**src/common/pds_pkg.sv**
```systemverilog
package pds_pkg;

  // ************************************************************
  // Widths and settings
  // ************************************************************
  localparam int ADC_W = 12;
  localparam int SHIFT_W = 3;
  localparam logic [SHIFT_W-1:0] SHIFT_NONE = 3'h0;
  localparam logic [SHIFT_W-1:0] SHIFT_MAX = 3'h4;
  localparam int LOW_DROP_8 = 4;
  localparam int FIFO_DEPTH = 8;
  localparam logic [ADC_W-1:0] ADC_ONES = 12'hFFF;

  typedef enum logic {
    PDS_DEPTH_12 = 1'b0,
    PDS_DEPTH_8 = 1'b1
  } pds_depth_e;

  // Setting as latched at frame start
  typedef struct packed {
    pds_depth_e depth;
    logic [SHIFT_W-1:0] shift;
  } pds_cfg_s;

  // One pixel on the stream
  typedef struct packed {
    logic sof;
    logic [ADC_W-1:0] data;
  } pds_pix_s;

endpackage

```
**src/pds_fifo.sv**
```systemverilog
`timescale 1ns/100ps
module pds_fifo #(
  parameter int WIDTH = 13,
  parameter int DEPTH = 8
) (
  input wire logic clk, // Clock
  input wire logic arst_n, // Async reset, active low
  input wire logic [WIDTH-1:0] in_data, // Write word
  input wire logic in_valid, // Write request
  output logic in_ready, // Not full
  output logic [WIDTH-1:0] out_data, // Head word
  output logic out_valid, // Not empty
  input wire logic out_ready // Drain accepts
);
  localparam int AW = $clog2(DEPTH);

  typedef struct packed {
    logic [DEPTH-1:0][WIDTH-1:0] mem;
    logic [AW-1:0] wp;
    logic [AW-1:0] rp;
    logic [AW:0] cnt;
    logic rdy;
  } pds_fifo_s;

  // Empty after reset, so the not-full flag starts high
  localparam pds_fifo_s RST_ST = '{mem: '0, wp: '0, rp: '0, cnt: '0, rdy: 1'b1};

  pds_fifo_s st;
  pds_fifo_s next_st;
  logic wr;
  logic rd;

  always_comb begin
    next_st = st;
    wr = in_valid && st.rdy;
    rd = out_ready && (st.cnt != '0);
    if (wr) begin
      next_st.mem[st.wp] = in_data;
      next_st.wp = (st.wp == AW'(DEPTH-1)) ? '0 : st.wp + 1'b1;
    end
    if (rd) begin
      next_st.rp = (st.rp == AW'(DEPTH-1)) ? '0 : st.rp + 1'b1;
    end
    next_st.cnt = st.cnt + (AW+1)'(wr) - (AW+1)'(rd);
    // Not-full kept as a flop so ready leaves the block straight from a register
    next_st.rdy = (next_st.cnt != (AW+1)'(DEPTH));
  end

  always_ff @(posedge clk or negedge arst_n) begin
    if (!arst_n) begin
      st <= RST_ST;
    end else begin
      st <= next_st;
    end
  end

  assign in_ready = st.rdy;
  assign out_valid = (st.cnt != '0);
  assign out_data = st.mem[st.rp];
endmodule

```
**src/pds_top.sv**
```systemverilog
// Function
// - 12-bit depth with no shift passes converter bits 11..0 unchanged.
// - 12-bit depth shift one outputs bits 10..0 with a zero LSB.
// - 12-bit depth shift two outputs bits 9..0 and two zero LSBs.
// - 12-bit depth shift three outputs bits 8..0 and three zero LSBs.
// - 12-bit depth shift four outputs bits 7..0 and four zero LSBs.
// - 8-bit depth with no shift outputs converter bits 11..4.
// - 8-bit depth shift one outputs converter bits 10..3.
// - 8-bit depth shift two outputs converter bits 9..2.
// - 8-bit depth shift three outputs converter bits 8..1.
// - 8-bit depth shift four outputs converter bits 7..0, a gain of sixteen.
// - Any set converter bit above the window drives all output bits to one.
// - Shift setting zero disables shifting, one to four select the amount.
`timescale 1ns/100ps
module pds_top #(
  parameter int FIFO_DEPTH = pds_pkg::FIFO_DEPTH
) (
  input wire logic clk, // 40 MHz clock
  input wire logic arst_n, // Async reset, active low
  input wire logic [pds_pkg::SHIFT_W-1:0] shift_set, // Shift setting 0..4
  input wire logic depth8_set, // 1 selects 8-bit output
  input wire logic [pds_pkg::ADC_W-1:0] adc_data, // Converter sample
  input wire logic adc_sof, // First pixel of frame
  input wire logic adc_valid, // Sample valid
  output logic adc_ready, // Block can take sample
  output logic [pds_pkg::ADC_W-1:0] pix_data, // Output pixel
  output logic pix_sof, // First pixel of frame
  output logic pix_valid, // Output valid
  input wire logic pix_ready, // Downstream accepts
  output logic cfg_err // Setting above four seen at frame start
);

  // ************************************************************
  // State
  // ************************************************************
  typedef struct packed {
    pds_pkg::pds_cfg_s cfg;
    logic err;
    pds_pkg::pds_pix_s opix;
    logic ovalid;
  } pds_top_s;

  pds_top_s st;
  pds_top_s next_st;
  pds_pkg::pds_cfg_s frame_cfg;
  pds_pkg::pds_cfg_s use_cfg;
  pds_pkg::pds_pix_s fin;
  pds_pkg::pds_pix_s fout;
  logic [pds_pkg::ADC_W-1:0] shaped;
  logic f_valid;
  logic f_ready;
  logic take;

  // ************************************************************
  // Frame setting capture
  // ************************************************************
  always_comb begin
    frame_cfg.depth = depth8_set ? pds_pkg::PDS_DEPTH_8 : pds_pkg::PDS_DEPTH_12;
    // out of range means no shift
    frame_cfg.shift = (shift_set > pds_pkg::SHIFT_MAX) ? pds_pkg::SHIFT_NONE : shift_set;
  end

  assign take = adc_valid && f_ready;
  // First pixel of frame uses the fresh setting, no one-pixel lag
  assign use_cfg = (take && adc_sof) ? frame_cfg : st.cfg;

  pds_window u_window (
    .cfg(use_cfg),
    .adc(adc_data),
    .pix(shaped)
  );

  assign fin.sof = adc_sof;
  assign fin.data = shaped;

  // ************************************************************
  // Buffer
  // ************************************************************
  pds_fifo #(
    .WIDTH($bits(pds_pkg::pds_pix_s)),
    .DEPTH(FIFO_DEPTH)
  ) u_fifo (
    .clk(clk),
    .arst_n(arst_n),
    .in_data(fin),
    .in_valid(adc_valid),
    .in_ready(f_ready),
    .out_data(fout),
    .out_valid(f_valid),
    .out_ready(!st.ovalid || pix_ready)
  );

  // ************************************************************
  // Output register
  // ************************************************************
  always_comb begin
    next_st = st;
    if (take && adc_sof) begin
      next_st.cfg = frame_cfg;
      next_st.err = shift_set > pds_pkg::SHIFT_MAX;
    end
    if (!st.ovalid || pix_ready) begin
      next_st.ovalid = f_valid;
      if (f_valid) begin
        next_st.opix = fout;
      end
    end
  end

  always_ff @(posedge clk or negedge arst_n) begin
    if (!arst_n) begin
      st <= '0;
    end else begin
      st <= next_st;
    end
  end

  // Ready is the FIFO's not-full flag, a register in the FIFO
  assign adc_ready = f_ready;
  assign pix_data = st.opix.data;
  assign pix_sof = st.opix.sof;
  assign pix_valid = st.ovalid;
  assign cfg_err = st.err;
endmodule

```
**src/pds_window.sv**
```systemverilog
`timescale 1ns/100ps
module pds_window (
  input wire pds_pkg::pds_cfg_s cfg, // Latched setting
  input wire logic [pds_pkg::ADC_W-1:0] adc, // Converter sample
  output logic [pds_pkg::ADC_W-1:0] pix // Selected bits, low aligned for 8 bit
);
  logic [2*pds_pkg::ADC_W-1:0] wide;
  logic [pds_pkg::ADC_W-1:0] over_mask;
  logic [pds_pkg::ADC_W-1:0] win;
  logic sat;

  always_comb begin
    wide = {{pds_pkg::ADC_W{1'b0}}, adc} << cfg.shift;
    over_mask = ~(pds_pkg::ADC_ONES >> cfg.shift);
    sat = |(adc & over_mask);
    win = wide[pds_pkg::ADC_W-1:0];
    if (sat) begin
      win = pds_pkg::ADC_ONES;
    end
    if (cfg.depth == pds_pkg::PDS_DEPTH_8) begin
      pix = win >> pds_pkg::LOW_DROP_8;
    end else begin
      pix = win;
    end
  end
endmodule

```
**config.mk**
```make
export PLATFORM = sky130hd
export DESIGN_NAME = pds_top
export DESIGN_NICKNAME = d
export VERILOG_FILES = /design/src/common/pds_pkg.sv /design/src/pds_fifo.sv /design/src/pds_top.sv /design/src/pds_window.sv
export SDC_FILE = /design/constraint.sdc
export NUM_CORES = 1
export LEC_CHECK = 0
export ABC_AREA = 1
export BUFFER_PORTS_ARGS = -buffer_cell sky130_fd_sc_hd__buf_4
export CAP_MARGIN = 20
export CELL_PAD_IN_SITES_DETAIL_PLACEMENT = 0
export CELL_PAD_IN_SITES_GLOBAL_PLACEMENT = 2
export CORE_MARGIN = 5
export CORE_UTILIZATION = 40
export CTS_CLUSTER_DIAMETER = 120
export CTS_CLUSTER_SIZE = 20
export DETAILED_ROUTE_END_ITERATION = 6
export MAX_ROUTING_LAYER = met4
export PLACE_DENSITY_LB_ADDON = 0.25
export SKIP_LAST_GASP = 1
export SLEW_MARGIN = 20
export SYNTH_ARGS = -nofsm -noshare
export SYNTH_HDL_FRONTEND = slang
export SYNTH_HIERARCHICAL = 1
export SYNTH_SLANG_ARGS = --single-unit
```
**constraint.sdc**
```tcl
create_clock -name clk -period 4.3 [get_ports clk]
set_input_delay 0.86 -clock clk [delete_from_list [all_inputs] [get_ports clk]]
set_output_delay 0.86 -clock clk [all_outputs]
set_load 0.02 [all_outputs]
```
==> results of run 1 <==
metrics by stage:
| step | area (um2) | cells | setup WS [ns] |
|---|---|---|---|
| 3_5_place_dp | 7940 | 1263 | 1.03 |
| 5_1_grt | 8570 | 1295 | 1.10 |
| 4_1_cts | 8540 | 1294 | 1.35 |
| 3_3_place_gp | 7940 | 1263 | 1.01 |
| 2_1_floorplan | 7730 | 1015 | 1.46 |
| 6_report | 8570 | 1295 | 1.40 |
synth_stat cells (9+ instances only):
library cell	instances	area share, %
o21ai_1	39	2.5
nand2_1	382	19
ha_1	9	1.5
dfrtp_1	133	43
o21ai_2	68	7.7
inv_1	148	7.2
buf_4	16	1.6
nand2_4	9	1.3
buf_6	21	3.1
nand3_1	99	6.4
nand2_2	12	0.97
o21ai_0	10	0.65
nor2_1	18	0.87
buf_2	17	1.1
final cells by class:
type	count	share of cell area, %
multi-input cells	669	39.0
repair buffers	45	4.22
well taps	260	3.80
clock buffers	19	5.17
inverters	156	6.85
flip-flops and latches	134	39.2
clock inverters	12	1.80
report_power, final:
part / internal (mW) / switching (mW) / leakage, nW
logic: 1.07 / 2.02 / 2.73
registers: 1.84 / 0.301 / 1.67
clock network: 0.924 / 0.566 / 0.285
total: 3.83 / 2.88 / 4.68
metal layers:
layer	wire (um)	vias to the layer above	global-route usage [%]	share of wire [%]
met3	511	18	2.95	2.6
met4	225	0	5.22	1.2
met1	9540	2797	26.0	49
met2	9090	90	29.7	47
li1	-	3127	-	-
met5	0	-	-	0
sequential cells by signal (all words and copies together), names as in the netlist:
name and flops:
pix_data 12, st 4, u_fifo/st 114, u_fifo/in_ready 1, pix_valid 1, cfg_err 1, pix_sof 1
worst reg2reg max path, delay by kind of cell (launching register included):
kind	cells	cell delay, ns
compound gates	2	0.19
buf+inv	3	0.79
flops	1	0.57
simple gates	7	1.22
kinds of logic after synthesis:
| logic type | after synthesis | share of synthesized area [%] |
|---|---|---|
| simple gates | 537 | 30.2 |
| fa+ha+maj | 10 | 1.72 |
| compound gates | 121 | 11.2 |
| flops | 134 | 43.4 |
| xor+xnor | 1 | 0.113 |
| buf+inv | 212 | 13.4 |
worst max path at each step:
| stage | end | slack, ns |
|---|---|---|
| 2_1_floorplan | u_fifo/in_ready | 1.46 |
| 6_report | u_fifo/st[96] | 1.40 |
| 5_1_grt | u_fifo/in_ready | 1.10 |
| 4_1_cts | u_fifo/in_ready | 1.35 |
| 3_5_place_dp | u_fifo/st[96] | 1.03 |
| 3_3_place_gp | u_fifo/st[109] | 1.01 |
==> flow_metrics.env, run 1 <==
export IMPL_area_growth_pct=10.8
export IMPL_leakage_nw=4.68
export IMPL_fin_setup_tns_ns=0
export IMPL_period_minus_slack_ns=2.90
export IMPL_start_util_pct=40.9
export IMPL_power_total_mw=6.71
export IMPL_io_pins=37
export IMPL_post_route_period_util_pct=67.5
export IMPL_gr_total_overflow=0
export IMPL_cts_resized=0
export IMPL_cts_sinks=134
export IMPL_rrSetupSlack_ns=1.40
export IMPL_finalSetupViolations=0
export IMPL_nFillCells=2014
export IMPL_worst_ep_required_time_ns=4.59
export IMPL_final_common_cell="nand2_1"
export IMPL_grt_pass1_wl_um=31900
export IMPL_ys_types=32
export IMPL_synth_enable_flop_cells=0
export IMPL_power_density_nw_per_um2=784
export IMPL_die_x_um=149
export IMPL_cts_setup_buffers=0
export IMPL_hold_buffers=0
export IMPL_cts_tree="done"
export IMPL_hold_ws_ns=0.470
export IMPL_die_y_um=149
export IMPL_postLayoutCoreUtil_pct=45.3
export IMPL_dp_hpwl_um=11600
export IMPL_synth_cells=1015
export IMPL_fmax_ghz=0.344
export IMPL_core_um2=18900
export IMPL_drt_wl_total_um=19400
export IMPL_rsz0062_at_grt="false"
export IMPL_slowest_delay_ns=0.57
export IMPL_clk_latency_ns=0.42
export IMPL_firstDrtPassIters=6
export IMPL_critical_path_cell_count=12
export IMPL_drtIter0Drc=456
export IMPL_synth_seq_cells=134
export IMPL_grt_usage_pct=19.1
export IMPL_ys_async_sr_fraction_pct=100
export IMPL_synthesis_area_um2=7730
export IMPL_place_congestion=0.801
export IMPL_multiInputGateArea_um2=3340
export IMPL_relSlewSlack_pct=46.8
export IMPL_seq_area_um2=3360
export IMPL_clkTransAtPathRegs_ns=0.06
export IMPL_yosysWarnings=6
export IMPL_synth_nets=1046
export IMPL_vias=6032
export IMPL_fin_skew_ns=0.0102
export IMPL_critPathSlowestCell="dfstp_2"
export IMPL_crit_family="simple AND/OR/NAND/NOR gates"
export IMPL_htreeDepth=4
export IMPL_drv_cap=0
export IMPL_final_cell_mix="nand2_1 (382), inv_1 (148), dfrtp_1 (132)"
export IMPL_antenna_found_initial=0
export IMPL_drive_above_1_share_pct=18.2
export IMPL_clk_path_buf_depth=2
export IMPL_worstReg2RegStart="u_fifo/in_ready"
export IMPL_vias_per_cell=4.66
export IMPL_finalHoldViolations=0
export IMPL_setup_worst_path_start="u_fifo/in_ready"
export IMPL_endpoint_kind="flip-flop"
export IMPL_ys_seq_area_share_pct=43.4
export IMPL_first_global_vias=5832
export IMPL_wl_per_cell_um=15.0
export IMPL_cts_buffers=17
export IMPL_r2r_cells=12
export IMPL_start_kind="flip-flop"
export IMPL_die_area_um2=22200
export IMPL_cts_root_buf="clkbuf_16"
export IMPL_hp_class="flip-flop to flip-flop"
export IMPL_report_final_slew_viol_count=0
export IMPL_holdPathStages=2
export IMPL_crit_arrival_ns=3.20
export IMPL_hold_path_endpoint="pix_data[2]"
export IMPL_worstPathBufferInverterCount=3
export IMPL_crit_fanout=12
export IMPL_fin_nets=1054
export IMPL_synthFlopType="dfrtp_1"
export IMPL_hold_start="pix_data[2]"
export IMPL_avgSynthCellArea_um2=7.62
export IMPL_criticalPathCategory="flip-flop to flip-flop"
export IMPL_detail_route_antenna_nets=0
export IMPL_placement_rows=50
export IMPL_worst_pin_slew_ns=0.798
export IMPL_path_cells="nand3_1, nand2_1, o21ai_1, buf_4, inv_1, nor2_1, nor2_1, nand3_2, nor2_4, nand2_1, inv_1, o21ai_1"
export IMPL_status="completed"
export IMPL_antennaDiodeCount=0
export IMPL_io_buffers=36
export IMPL_route_detailed_drc=0
export IMPL_grt_max_degree=85
export IMPL_vdd_drop_max_mv=0.352
export IMPL_r2r_end="u_fifo/st[96]"
No activity file was read; power rests on OpenSTA's default activity.
==> inputs of run 2 (changes only) <==
Settings changed: CORE_UTILIZATION 40 to 37.
Clock period 4.3 ns to 2.8 ns, I/O delays scaled along.
==> flow_metrics.env, run 2 (synthesis results as in run 1) <==
export IMPL_status="completed"
export IMPL_wl_per_cell_um=14.6
export IMPL_slowest_delay_ns=0.57
export IMPL_clk_latency_ns=0.42
export IMPL_finalHoldViolations=0
export IMPL_placement_rows=52
export IMPL_power_switching_mw=4.44
export IMPL_power_total_mw=10.5
export IMPL_grt_max_degree=61
export IMPL_period_minus_slack_ns=2.54
export IMPL_first_global_vias=5890
export IMPL_gr_total_overflow=0
export IMPL_worst_ep_required_time_ns=3.09
export IMPL_start_kind="flip-flop"
export IMPL_cts_tree="done"
export IMPL_fin_nets=1069
export IMPL_rrSetupSlack_ns=0.26
export IMPL_cts_sinks=134
export IMPL_dp_hpwl_um=12300
export IMPL_clkTransAtPathRegs_ns=0.06
export IMPL_r2r_cells=16
export IMPL_detail_route_antenna_nets=0
export IMPL_clk_path_buf_depth=2
export IMPL_endpoint_kind="flip-flop"
export IMPL_hold_buffers=0
export IMPL_relSlewSlack_pct=54.6
export IMPL_antenna_found_initial=0
export IMPL_firstDrtPassIters=4
export IMPL_fmax_ghz=0.394
export IMPL_antennaDiodeCount=0
export IMPL_vdd_drop_max_mv=0.378
export IMPL_drive_above_1_share_pct=20.0
export IMPL_report_final_slew_viol_count=0
export IMPL_rsz0062_at_grt="false"
export IMPL_start_util_pct=37.8
export IMPL_grt_pass1_wl_um=32100
export IMPL_largest_register="u_fifo/st"
export IMPL_drt_wl_total_um=19300
export IMPL_fin_setup_tns_ns=0
export IMPL_fin_skew_ns=0.00990
export IMPL_p_seq_share_pct=31.4
export IMPL_htreeDepth=4
export IMPL_io_buffers=36
export IMPL_cts_root_buf="clkbuf_16"
export IMPL_cts_buffers=17
export IMPL_criticalPathCategory="flip-flop to flip-flop"
export IMPL_crit_arrival_ns=2.83
export IMPL_path_cells="nand3_1, buf_4, nand2_1, o21ai_1, buf_12, inv_2, nor2_1, nor2_1, nand3_2, nor2_4, nand2_1, nand2_1, nand2_1, inv_1, buf_4, o21ai_1"
export IMPL_final_cell_mix="nand2_1 (382), inv_1 (142), dfrtp_1 (132)"
export IMPL_power_density_nw_per_um2=1190
export IMPL_vias_per_cell=4.55
export IMPL_post_route_period_util_pct=90.7
export IMPL_drtIter0Drc=409
export IMPL_crit_fanout=15
export IMPL_worst_pin_slew_ns=0.681
export IMPL_largest_register_ffs=114
export IMPL_swShare_pct=42.4
export IMPL_core_um2=20400
export IMPL_final_common_cell="nand2_1"
export IMPL_hp_class="primary input to async pin"
export IMPL_critPathSlowestCell="dfstp_2"
export IMPL_r2r_end="u_fifo/st[93]"
export IMPL_die_area_um2=23900
export IMPL_grt_usage_pct=17.5
export IMPL_pwr_share_clk_pct=22.1
export IMPL_die_y_um=155
export IMPL_cts_setup_buffers=0
export IMPL_area_growth_pct=13.7
export IMPL_drv_cap=0
export IMPL_io_pins=37
export IMPL_hold_ws_ns=0.143
export IMPL_p_int_mw=6.03
export IMPL_route_detailed_drc=0
export IMPL_die_x_um=155
export IMPL_leakage_nw=4.77
export IMPL_vias=6008
export IMPL_cpMostUsedCell="nand2_1"
export IMPL_place_congestion=0.793
export IMPL_p_comb_share_pct=46.6
export IMPL_finalSetupViolations=0
export IMPL_worstReg2RegStart="u_fifo/in_ready"
[run 2: cell count changes in the layout (fill, tap and decap cells not counted), sizes merged]
cell	before	now
buf	45	60
clkbuf	19	20
inv	156	154
clkinvlp	3	5
[run 2: worst max-delay path by stage]
stage / endpoint / from / slack (ns)
after floorplan: u_fifo/st[15] / u_fifo/in_ready / 0.22
after global placement: u_fifo/st[58] / adc_valid / 0.08
after detailed placement: u_fifo/st[97] / adc_valid / 0.09
after CTS: u_fifo/st[97] / u_fifo/in_ready / 0.15
after global routing: u_fifo/st[93] / u_fifo/in_ready / 0.001
final: u_fifo/st[93] / u_fifo/in_ready / 0.26
[run 2: final cells by class]
| type | instances | area, um2 |
|---|---|---|
| clock buffer | 20 | 457 |
| fill | 2160 | 11600 |
| multi-input combinational | 669 | 3340 |
| sequential | 134 | 3360 |
| timing repair buffer | 60 | 554 |
| inverter | 156 | 591 |
| clock inverter | 12 | 153 |
| tap | 270 | 338 |
[run 2: worst max-delay path, delay by kind of cell (launching register included)]
family / cells / cell delay (ns)
DFF: 1 / 0.57
buffers and inverters: 5 / 0.69
AOI/OAI and AO/OA: 2 / 0.16
and+or+nand+nor: 9 / 0.98
[run 2: through the flow]
| stage | setup slack (ns) | util (%) | cells | area, um2 |
|---|---|---|---|---|
| after floorplan | 0.218 | - | 1015 | 7730 |
| final | 0.260 | 43.0 | 1321 | 8790 |
| after detailed placement | 0.0879 | 40.0 | 1289 | 8170 |
| after CTS | 0.151 | 43.0 | 1321 | 8780 |
| after global placement | 0.0752 | 40.0 | 1289 | 8170 |
| after global routing | 0.00123 | 43.0 | 1321 | 8790 |
[run 2: per-layer routing]
metal	track usage (%)	routed length, um	vias up
met3	3.02	440	10
met4	3.53	165	0
met1	23.4	9480	2777
met5	-	0	-
li1	-	-	3164
met2	28.4	9210	57
[run 2: power groups by stage]
stage               combinational [mW]  clock (mW)  sequential [mW]
finish                            4.87        2.31             3.29
global route                      5.60        2.45             3.40
CTS                               4.95        2.37             3.29
detailed placement                4.93           0             3.31
global placement                  4.89           0             3.30
floorplan                         3.77           0             3.24
[run 2: timing repair]
action                                  CTS  global route
endpoints found under the hold margin     0             0
endpoints found under the setup margin    0            32
resized for setup                         0             6
==> inputs of run 3 (changes only) <==
Settings changed: CORE_UTILIZATION 37 to 29, GPL_ROUTABILITY_DRIVEN from default to 0.
==> flow_metrics.env, run 3 (synthesis results as in run 1) <==
export IMPL_cts_buffers=17
export IMPL_grt_pass1_wl_um=33700
export IMPL_io_buffers=36
export IMPL_period_minus_slack_ns=2.57
export IMPL_rsz0062_at_grt="false"
export IMPL_die_y_um=173
export IMPL_worst_ep_required_time_ns=3.13
export IMPL_vdd_drop_max_mv=0.519
export IMPL_relSlewSlack_pct=50.3
export IMPL_nFillCells=2894
export IMPL_p_int_mw=6.15
export IMPL_power_total_mw=10.6
export IMPL_htreeDepth=4
export IMPL_gr_total_overflow=0
export IMPL_firstDrtPassIters=4
export IMPL_status="completed"
export IMPL_cts_tree="done"
export IMPL_placed_cell_area_um2=8370
export IMPL_power_density_nw_per_um2=1180
export IMPL_first_global_vias=6008
export IMPL_place_inst=1364
export IMPL_fin_area_um2=8990
export IMPL_grt_usage_pct=14.6
export IMPL_start_kind="flip-flop"
export IMPL_final_common_cell="nand2_1"
export IMPL_cts_setup_buffers=0
export IMPL_clk_latency_ns=0.41
export IMPL_largest_register="u_fifo/st"
export IMPL_worstReg2RegStart="u_fifo/in_ready"
export IMPL_instances_no_fill=1396
export IMPL_drt_wl_total_um=20500
export IMPL_antennaDiodeCount=0
export IMPL_largest_register_ffs=114
export IMPL_drive_above_1_share_pct=20.5
export IMPL_p_seq_share_pct=30.9
export IMPL_start_util_pct=29.6
export IMPL_leakage_nw=4.85
export IMPL_fin_nets=1079
export IMPL_final_cell_mix="nand2_1 (382), inv_1 (146), dfrtp_1 (132)"
export IMPL_endpoint_kind="flip-flop"
export IMPL_core_um2=26100
export IMPL_swShare_pct=42.1
export IMPL_dp_hpwl_um=13000
export IMPL_clkTransAtPathRegs_ns=0.06
export IMPL_finalHoldViolations=0
export IMPL_finalSetupViolations=0
export IMPL_die_area_um2=30000
export IMPL_power_switching_mw=4.48
export IMPL_r2r_end="u_fifo/st[99]"
export IMPL_fin_setup_tns_ns=0
export IMPL_post_route_period_util_pct=91.6
export IMPL_cts_sinks=134
export IMPL_die_x_um=173
export IMPL_rrSetupSlack_ns=0.23
export IMPL_vias_per_cell=4.31
export IMPL_p_comb_share_pct=47.2
export IMPL_wl_per_cell_um=14.7
export IMPL_fin_skew_ns=0.00902
export IMPL_criticalPathCategory="flip-flop to flip-flop"
export IMPL_grt_max_degree=60
export IMPL_clk_path_buf_depth=2
export IMPL_report_final_slew_viol_count=0
export IMPL_worst_pin_slew_ns=0.745
export IMPL_hp_class="primary input to async pin"
export IMPL_pwr_share_clk_pct=21.9
export IMPL_drtIter0Drc=335
export IMPL_io_pins=37
export IMPL_detail_route_antenna_nets=0
export IMPL_fmax_ghz=0.390
export IMPL_drv_cap=0
export IMPL_area_growth_pct=16.3
export IMPL_antenna_found_initial=0
export IMPL_crit_arrival_ns=2.90
export IMPL_placement_rows=59
export IMPL_route_detailed_drc=0
export IMPL_vias=6012
export IMPL_cts_root_buf="clkbuf_16"
export IMPL_r2r_cells=12
export IMPL_crit_fanout=11
run 3: final cells by class:
| type | instances | area [um2] | share of cell area (%) |
|---|---|---|---|
| sequential | 134 | 3360 | 37.3 |
| clock inverter | 11 | 149 | 1.66 |
| inverter | 156 | 587 | 6.53 |
| multi-input combinational | 669 | 3340 | 37.2 |
| clock buffer | 21 | 470 | 5.23 |
| tap | 335 | 419 | 4.66 |
| timing repair buffer | 70 | 667 | 7.42 |
run 3: per-stage QoR:
stage	setup slack [ns]	utilization (%)	hold WS, ns
floorplan	0.218	-	0.264
global placement	0.116	32.0	0.459
detailed placement	0.0805	32.0	0.462
CTS	0.116	34.4	0.143
global route	0.0118	34.4	0.158
finish	0.234	34.4	0.127
run 3: worst max-delay path by stage:
stage	slack [ns]	to	cells after the start	startpoint
after detailed placement	0.08	u_fifo/st[95]	16	adc_valid
after CTS	0.12	u_fifo/st[17]	16	u_fifo/in_ready
after global placement	0.12	u_fifo/st[56]	17	adc_sof
after global routing	0.01	u_fifo/st[97]	15	u_fifo/in_ready
after floorplan	0.22	u_fifo/st[15]	14	u_fifo/in_ready
final	0.23	u_fifo/st[99]	12	u_fifo/in_ready
run 3: per-layer routing:
layer  routed length [um]  track usage [%]  vias up  part of all wire (%)
met5                    0                -        -                     0
met4                  182             3.33        0                  0.89
met3                  580             2.88       16                   2.8
met2                 9280             22.9       61                    45
met1                10400             19.7     2750                    51
li1                     -                -     3185                     -
run 3: critical path: stages, from the launching register on:
cell and delay, ns:
dfstp_2 0.60, nand3_2 0.15, buf_4 0.18, o21ai_1 0.23
buf_4 0.26, nand4_1 0.13, nand3_2 0.14, nor2_4 0.06
buf_4 0.14, a21oi_1 0.19, inv_1 0.10, buf_12 0.15
o21ai_1 0.14
run 3: repair_timing:
item,in CTS,in global routing
resized for setup,0,3
hold buffers,0,0
endpoints found under the setup margin,0,24
run 3: power by group through the flow:
stage | registers, mW | clock network, mW | logic, mW
floorplan | 3.24 | 0 | 3.77
global placement | 3.31 | 0 | 5.10
detailed placement | 3.31 | 0 | 5.12
CTS | 3.29 | 2.40 | 5.14
global route | 3.41 | 2.49 | 5.78
finish | 3.28 | 2.33 | 5.02
